**src/hdl/rrsm_regs.svh**
```systemverilog
// Constants for the reference resync and sync monitor
`ifndef RRSM_REGS_SVH
`define RRSM_REGS_SVH

// ----------------------------------------------------------------
// Timing
// ----------------------------------------------------------------
`define RRSM_REF_FREQ_KHZ      10000
`define RRSM_PPS_TIMEOUT_MS    1100
`define RRSM_PPS_TIMEOUT_CYC   (`RRSM_PPS_TIMEOUT_MS * `RRSM_REF_FREQ_KHZ)
`define RRSM_COUNT_W           24

// ----------------------------------------------------------------
// Reset values
// ----------------------------------------------------------------
`define RRSM_DIV_RST           1'h0
`define RRSM_FAULT_RST         1'h1
`define RRSM_CAUSE_RST         3'h0

// ----------------------------------------------------------------
// Fault cause bit positions
// ----------------------------------------------------------------
`define RRSM_CAUSE_PHASE       0
`define RRSM_CAUSE_LOST        1
`define RRSM_CAUSE_DISABLED    2

`endif

```
**src/hdl/rrsm_pkg.sv**
```systemverilog
// Types for the reference resync and sync monitor
`include "rrsm_regs.svh"

package rrsm_pkg;
    typedef logic [`RRSM_COUNT_W-1:0] rrsm_count_t;
    typedef logic [2:0]               rrsm_cause_t;
endpackage

```
**src/hdl/rrsm_sync_edge.sv**
```systemverilog
// Two-flop synchroniser with rising-edge pulse
module rrsm_sync_edge (
    input  wire logic clk_sys,
    input  wire logic rst,
    input  wire logic async_in,
    output logic      level_out,
    output logic      rise_pulse
);
    logic meta_reg;
    logic sync_reg;
    logic prev_reg;

    // First stage feeds only the second stage
    always_ff @(posedge clk_sys) begin
        if (rst) begin
            meta_reg <= 1'h0;
            sync_reg <= 1'h0;
        end else begin
            meta_reg <= async_in;
            sync_reg <= meta_reg;
        end
    end

    always_ff @(posedge clk_sys) begin
        if (rst) begin
            prev_reg <= 1'h0;
        end else begin
            prev_reg <= sync_reg;
        end
    end

    assign level_out  = sync_reg;
    assign rise_pulse = sync_reg & ~prev_reg;
endmodule

```
**src/hdl/rrsm_top.sv**
```systemverilog
// Reference resync, divide-by-two and second-tick sync monitor
`include "rrsm_regs.svh"

module rrsm_top #(
    parameter int unsigned PPS_TIMEOUT_CYC = `RRSM_PPS_TIMEOUT_CYC
) (
    input  wire logic clk_sys,
    input  wire logic rst,
    input  wire logic ref_10m_in,
    input  wire logic second_tick_pulse,
    input  wire logic sync_enable,
    input  wire logic panel_clear_btn,
    input  wire logic remote_clear,
    output logic      ref_10m_out,
    output logic      ref_5m_out,
    output logic      sync_fault,
    output logic      sync_good_led,
    output logic      tick_lost,
    output logic      phase_wrong
);
    // ----------------------------------------------------------------
    // Helpers
    // ----------------------------------------------------------------
    // Saturates rather than wraps, so an oversized limit still times out
    function automatic rrsm_pkg::rrsm_count_t clamp_limit(input int unsigned cycles);
        rrsm_pkg::rrsm_count_t limit;
        if (cycles > ((32'h1 << `RRSM_COUNT_W) - 32'h1)) begin
            limit = '1;
        end else begin
            limit = rrsm_pkg::rrsm_count_t'(cycles);
        end
        return limit;
    endfunction

    // Counter hold and lost flag must agree on the end point
    function automatic logic count_at_limit(
        input rrsm_pkg::rrsm_count_t cnt,
        input rrsm_pkg::rrsm_count_t lim
    );
        return cnt == lim;
    endfunction

    // ----------------------------------------------------------------
    // Input synchronisers
    // ----------------------------------------------------------------
    logic ref_level;
    logic ref_rise;
    logic tick_rise;
    logic dis_level;
    logic btn_rise;

    // Every pin but rst and remote_clear passes two flops before any logic reads it
    rrsm_sync_edge u_ref (
        .clk_sys    (clk_sys),
        .rst        (rst),
        .async_in   (ref_10m_in),
        .level_out  (ref_level),
        .rise_pulse (ref_rise)
    );

    rrsm_sync_edge u_tick (
        .clk_sys    (clk_sys),
        .rst        (rst),
        .async_in   (second_tick_pulse),
        .level_out  (),
        .rise_pulse (tick_rise)
    );

    rrsm_sync_edge u_dis (
        .clk_sys    (clk_sys),
        .rst        (rst),
        .async_in   (sync_enable),
        .level_out  (dis_level),
        .rise_pulse ()
    );

    rrsm_sync_edge u_btn (
        .clk_sys    (clk_sys),
        .rst        (rst),
        .async_in   (panel_clear_btn),
        .level_out  (),
        .rise_pulse (btn_rise)
    );

    // ----------------------------------------------------------------
    // Re-timed 10 MHz output
    // ----------------------------------------------------------------
    logic ref_10m_reg;

    always_ff @(posedge clk_sys) begin
        if (rst) begin
            ref_10m_reg <= 1'h0;
        end else begin
            ref_10m_reg <= ref_level;
        end
    end

    // ----------------------------------------------------------------
    // Phase monitor
    // ----------------------------------------------------------------
    logic div_reg;
    logic phase_err;
    logic phase_wrong_reg;

    // Wrong phase means the divider is high at the tick edge
    assign phase_err = tick_rise & div_reg;

    // Holds the phase seen at the last tick for the host
    always_ff @(posedge clk_sys) begin
        if (rst) begin
            phase_wrong_reg <= 1'h0;
        end else if (tick_rise) begin
            phase_wrong_reg <= div_reg;
        end
    end

    // ----------------------------------------------------------------
    // Divide-by-two
    // ----------------------------------------------------------------
    // Tick reset wins over a coincident 10 MHz edge so the phase is forced, but only while dis_level is low
    always_ff @(posedge clk_sys) begin
        if (rst) begin
            div_reg <= `RRSM_DIV_RST;
        end else if (phase_err && !dis_level) begin
            div_reg <= 1'h0;
        end else if (ref_rise) begin
            div_reg <= ~div_reg;
        end
    end

    // ----------------------------------------------------------------
    // Tick watchdog
    // ----------------------------------------------------------------
    rrsm_pkg::rrsm_count_t tick_cnt_reg;
    logic                  tick_lost_reg;
    rrsm_pkg::rrsm_count_t timeout_lim;

    assign timeout_lim = clamp_limit(PPS_TIMEOUT_CYC);

    always_ff @(posedge clk_sys) begin
        if (rst) begin
            tick_cnt_reg <= '0;
        end else if (tick_rise) begin
            tick_cnt_reg <= '0;
        end else if (ref_rise && !count_at_limit(tick_cnt_reg, timeout_lim)) begin
            tick_cnt_reg <= tick_cnt_reg + 1'h1;
        end
    end

    // Only 10 MHz edges advance it, so a dead reference cannot time out
    // A tick in the limit cycle wins: the pulse did arrive
    always_ff @(posedge clk_sys) begin
        if (rst) begin
            tick_lost_reg <= 1'h0;
        end else if (tick_rise) begin
            tick_lost_reg <= 1'h0;
        end else if (count_at_limit(tick_cnt_reg, timeout_lim)) begin
            tick_lost_reg <= 1'h1;
        end
    end

    // ----------------------------------------------------------------
    // Sync fault latch
    // ----------------------------------------------------------------
    rrsm_pkg::rrsm_cause_t cause;
    logic                  fault_reg;
    logic                  clear_req;

    always_comb begin
        cause = `RRSM_CAUSE_RST;
        cause[`RRSM_CAUSE_PHASE]    = phase_err;
        cause[`RRSM_CAUSE_LOST]     = tick_lost_reg;
        cause[`RRSM_CAUSE_DISABLED] = dis_level;
    end

    // Host pulse comes from same-clock logic, so no synchroniser
    assign clear_req = remote_clear | btn_rise;

    // Powers up faulted; a cause present in the clear cycle wins
    always_ff @(posedge clk_sys) begin
        if (rst) begin
            fault_reg <= `RRSM_FAULT_RST;
        end else if (|cause) begin
            fault_reg <= 1'h1;
        end else if (clear_req) begin
            fault_reg <= 1'h0;
        end
    end

    // ----------------------------------------------------------------
    // Outputs
    // ----------------------------------------------------------------
    logic led_reg;

    // Registered so the indicator never glitches on a cause
    always_ff @(posedge clk_sys) begin
        if (rst) begin
            led_reg <= 1'h0;
        end else begin
            led_reg <= ~fault_reg;
        end
    end

    assign ref_10m_out   = ref_10m_reg;
    assign ref_5m_out    = div_reg;
    assign sync_fault    = fault_reg;
    assign sync_good_led = led_reg;
    assign tick_lost     = tick_lost_reg;
    assign phase_wrong   = phase_wrong_reg;
endmodule
```
**config.mk**
```make
export PLATFORM = sky130hd
export DESIGN_NAME = rrsm_top
export DESIGN_NICKNAME = d
export VERILOG_FILES = /design/src/hdl/rrsm_pkg.sv /design/src/hdl/rrsm_sync_edge.sv /design/src/hdl/rrsm_top.sv
export VERILOG_INCLUDE_DIRS = /design/src /design/src/hdl
export SDC_FILE = /design/constraint.sdc
export NUM_CORES = 1
export LEC_CHECK = 0
export BUFFER_PORTS_ARGS = -buffer_cell sky130_fd_sc_hd__buf_2
export CAP_MARGIN = 10
export CORE_MARGIN = 2
export CORE_UTILIZATION = 60
export CTS_BUF_LIST = sky130_fd_sc_hd__clkbuf_8
export DETAILED_ROUTE_END_ITERATION = 10
export PLACE_DENSITY = 0.8
export SKIP_CTS_REPAIR_TIMING = 1
export SYNTH_ARGS = -nofsm -noshare
export SYNTH_HDL_FRONTEND = slang
export SYNTH_SLANG_ARGS = --single-unit
```
**constraint.sdc**
```tcl
create_clock -name clk_sys -period 4.65 [get_ports clk_sys]
set_clock_uncertainty 0.05 [all_clocks]
set_input_delay 0.2325 -clock clk_sys [delete_from_list [all_inputs] [get_ports clk_sys]]
set_output_delay 0.2325 -clock clk_sys [all_outputs]
set_load 0.05 [all_outputs]
```
### Yosys cells after proc, flatten, opt, wreduce, memory -nomap -nowiden

Cells that the tools add are included.

* register bits: 40
* latch bits: 0
* bits in writable memories: 0
* bits in read-only memories: 0
* input bits: 7
* memories kept: 0

* add/subtract/negate cells: 1
* multipliers: 0
* divide/modulo/power cells: 0
* order comparisons: 0
* equality and inequality tests: 1
* shifts and indexed selects: 0
* mux-type cells: 0
* bitwise logic cells: 10
* reduce and logical (&&, ||, !) cells: 7

Operator list (number)
* adder 24 x 1 -> 24 bit (second input constant): 1
* == test 24 bit (second input constant): 1
* NOT 1 bit: 5
* AND 1 bit: 4
* OR reduction 2 bit: 2
* OR reduction 4 bit: 1
* logical AND 1 bit: 2
* zero test 1 bit: 2
* OR 1 bit: 1

### Longest topological paths before layout

* depth in word-level cells: 5
* depth in mapped cells: 8
* depth with buffers taken out: 7

### Cells and area by module

Synthesis repeated with hierarchy kept, for this count alone.

* cell total of the unflattened synthesis: 209
* area total of the unflattened synthesis: 1885.6 um^2

By module, submodules not included
* rrsm_top: times used 1, cells each 181, area each 1535.2 um^2, sequential area each 600.6 um^2
* rrsm_sync_edge: times used 4, cells each 7, area each 87.6 um^2, sequential area each 60.1 um^2

### Least setup slack after synthesis

No wires, ideal clock.

* path kind: register to register
* from: register u_ref.prev_reg
* to: register tick_cnt_reg[0]
* setup time: 0.128 ns
* arrival time: 1.631 ns
* data required time: 4.472 ns
* slack: 2.842 ns
* stages on the path, launching flop included: 7
* clock period less this slack: 1.808 ns
* cell sequence: dfxtp_1 and2b_2 buf_4 o21ai_1 buf_2 xnor2_1 nor2_1

* longest elaborated chain between the ends: 3

RTL lines
* start: declaration: RTL line rrsm_sync_edge.sv:11 `logic prev_reg;`
* start signal: assignment: RTL line rrsm_sync_edge.sv:28 `prev_reg <= sync_reg;`
* NOT 1 bit: RTL line rrsm_sync_edge.sv:33 `assign rise_pulse = sync_reg & ~prev_reg;`
* AND 1 bit: RTL line rrsm_sync_edge.sv:33
* logical AND 1 bit: RTL line rrsm_top.sv:145 `end else if (ref_rise && !count_at_limit(tick_cnt_reg, timeout_lim)) begin`
* end signal: assignment: RTL line rrsm_top.sv:146 `tick_cnt_reg <= tick_cnt_reg + 1'h1;`
* end: declaration: RTL line rrsm_top.sv:134 `rrsm_pkg::rrsm_count_t tick_cnt_reg;`

Every way passes these cells.
A chain may end at the register's enable or synchronous reset.

### Worst setup path after layout

* from: register tick_cnt_reg[0]
* to: register tick_cnt_reg[12]

* longest elaborated chain between the ends: 3
* elaborated cells on any way between the ends: 4

RTL lines
* parallel branches: the longest is 3 deep, another holds adder 24 x 1 -> 24 bit

Several ways; the timed one is not identified.

==> impl.org <==
** Critical path
- In this run the critical register-to-register path is captured at tick_cnt_reg[12].
- Critical path endpoint :: tick_cnt_reg[12]
- The worst register-to-register path begins at tick_cnt_reg[0].
- Worst r2r path cells :: 7
- Required time reported for the critical path endpoint :: 4.82 ns
- Tracing the worst setup path back leads to its startpoint at tick_cnt_reg[0].
- Data arrival, critical path :: 2.50 ns
- STA classifies the critical path endpoint as a flip-flop.
- In this run the register-to-register setup slack is approximately 2.3 ns.
- Worst setup path class :: reg2reg
- Startpoint kind of the worst setup timing path :: flip-flop
- Maximum fanout encountered on the critical timing path :: 19

** Power and ir drop
- VDD sags by at most 302.3 µV.
- For this design the ratio of total power to cell area is between 300 and 400 nW/µm².
- Summed over all cells, the static leakage comes to 0.6750 nW.

** Clock tree
- TritonCTS built the clock tree.
- Total clock buffers created by CTS :: 5
- H-tree level count :: 2
- For the worst-skew pair, the clock arrives at the later sink with an insertion delay of 0.29 ns.
- Clock tree buffer depth :: 2
- The root buffer cell chosen for the clock tree is clkbuf_8.
- Number of sinks driven by the clock tree :: 40
- After clock tree synthesis, the clock-pin slew on the worst setup and hold paths is 0.08 ns.

** Drt
- Dividing the detail-routed wire length by the instance count gives 13.56 µm.
- Violation count after the first detailed-routing iteration :: 42
- Routed vias/inst :: 5.916
- The routed layout has 1,402 vias.
- The first detailed-routing pass ran for 5 iterations.
- After detailed routing, the number of remaining DRC violations is 0.
- The routed design has 3214 µm of wire.
- Final antenna-violating net count :: 0

** Synthesis
- The commonest cells after synthesis are 40 x dfxtp_1, 25 x nor2_1, 14 x nand2_1.
- Top-area cell type share of the netlist area :: 47.09%
- Counting every net in the synthesized netlist gives 202.
- dfxtp_1 is the most common cell in the netlist.
- The average instance in the mapped netlist occupies 8.810 µm².
- Proportion of synthesized flip-flops having asynchronous set or reset :: 0%
- Post-synth EDFFs :: 0
- Cell variety after synth :: 36
- The synthesized design contains 40 register bits.
- Cell type with the highest aggregate area in the netlist :: dfxtp_1
- Synthesis produced a netlist whose cell count is roughly 190.
- Yosys printed 0 warnings.
- In the synthesized netlist the dominant register cell turns out to be dfxtp_1.
- Biggest area contributors in the synthesized netlist :: dfxtp_1 47%, nor2_1 5.5%, xor2_1 5.2%
- Post-synthesis cell area :: 1700 µm²
- For this run, the register share of the synthesized area comes to a little under half.

** Place
- OpenSTA, run right after detailed placement, puts the worst setup slack at 2.354 ns.
- Routability-driven placement finished with a final weighted congestion of 0.9382.
- Placed cells :: 229
- The wire-length estimate of the detail-placed layout is 2298 µm.
- Port buffering added 12 buffers.

** Job
- Number of max-cap violations :: 0

** STA
- Number of pins exceeding their max-slew limit in the final report :: 0
- The worst path meets setup with 2.323 ns of slack.
- Fin Setup TNS :: 0 ns
- Setup violations remaining at the end of the flow were counted as 0.
- In this run the tightest slew margin relative to its limit is 30.69%.
- Part of the cycle the worst path needs :: between 50 and 60%
- Setup repair after global routing left no endpoint under its margin.
- Max Freq :: 429.7 MHz
- Worst Max-Slew Pin Slew :: approximately 1.0 ns
- Time the worst path needs with I/O delays and setup :: approximately 2.3 ns
- The number of hold-slack violations in the final timing report is 0.

** Cells and area
- Fraction of layout cells with a size suffix above 1 :: 12.62%
- Post-layout net count :: 214
- Sequential standard cell area :: approximately 800 µm²
- The layout has roughly 220 filler cells.
- Count of placed standard cells in the final layout, fillers left out :: 237
- The register with the most flip-flops in the layout has 24 of them.
- Signed area change from the synthesized netlist to the final layout :: 9.198%
- The multi-input combinational cells in the finished layout cover a total of about 860 µm².
- The repair_antennas step left the layout with diodes totalling 0.
- For this run, the share of the core covered by cells in the final layout is 67.92%.

** Die
- Horizontal die dimension :: approximately 57 µm
- The initial utilization of the core area, before any placement, comes to 62.20%.
- The die covers about 3300 µm².
- The floorplan has 19 rows.
- 13 I/O pins were placed.
- In this run the standard cell core region covers 2734 µm².
- Vertical extent of the die :: 57.24 µm

** Global route
- Global routing consumed, over all layers together, 21.95% of the routing resources.
- Entering global routing, the biggest net connects 24 pins.
- The first global-routing pass estimated 5478 µm of wire.
- Number of antenna violations at the first check in global routing :: 0
- After global routing the overflow that remains totals 0.
- The number of global-route vias before repair was between 1,000 and 1,500.

** Hold path
- Worst min path class :: in2reg

** Run status
- Run status :: completed
## metal layers
metal	track usage [%]	up-vias	share of wire [%]
met5	0	-	0
met4	12.29	0	2.3
met3	5.442	11	6.0
met2	37.44	53	50
met1	25.04	645	42
li1	-	693	-
## cells by family (layout without fill, tap and decap cells)
| family | count (synthesis) | after routing | synth area share (%) |
|---|---|---|---|
| AND/OR/NAND/NOR | 105 | 105 | 34.88 |
| adder cells (fa/ha/maj) | 2 | 2 | 1.471 |
| flip-flops | 40 | 40 | 47.09 |
| AO/OA/AOI/OAI | 22 | 22 | 6.769 |
| multiplexers | 1 | 1 | 0.5887 |
| XOR/XNOR | 13 | 13 | 6.696 |
| buffers and inverters | 10 | 23 | 2.502 |
## worst max-delay path, cell delays in order (launching register included)
cell and delay, ns:
dfxtp_1 0.34, inv_1 0.10, ha_1 0.16, nor4bb_1 0.20, nand3b_1 0.14, o21ai_1 0.82
o21ai_0 0.26, a21oi_1 0.19
## worst min path at each step
stage          depth (start not counted)              end               from
2_1_floorplan                          1   u_btn.prev_reg                rst
6_report                               2  u_tick.meta_reg  second_tick_pulse
3_5_place_dp                           1    sync_good_led         sync_fault
5_1_grt                                2  u_tick.meta_reg  second_tick_pulse
4_1_cts                                2  u_tick.meta_reg  second_tick_pulse
3_3_place_gp                           1  u_ref.level_out     u_ref.meta_reg
## area by class of cell
cell class              instances  area share [%]
clock inverters                 3           1.078
clock buffers                   5           3.706
repair buffers                 12           3.235
well taps                      31           2.089
multi-input cells             143           46.16
flip-flops and latches         40           43.13
inverters                       3          0.6065
## power breakdown
| part | switching, mW | internal (mW) |
|---|---|---|
| sequential | 0.00270 | 0.349 |
| combinational | 0.0215 | 0.00947 |
| clock | 0.122 | 0.104 |
## cell usage in the layout (no fill, tap or decap), drive strengths merged, types with 3 or more instances in the layout
master,n
dfxtp,40
nor2,25
nand2,14
nor2b,13
nand3,13
buf,12
o21ai,11
xor2,10
nand4,10
a21oi,9
or3,9
clkbuf,5
inv,4
and2,3
and3,3
xnor2,3
## through the flow
stage	total power, mW	instance area [µm²]	hold slack [ns]
5_1_grt	0.6286	1857	0.08761
6_report	0.6091	1857	0.09682
3_5_place_dp	0.3903	1768	0.3768
2_1_floorplan	0.3826	1700	0.2541
4_1_cts	0.6120	1857	0.09107
3_3_place_gp	0.3892	1768	0.3714
Power figures use the tool's default switching activity.
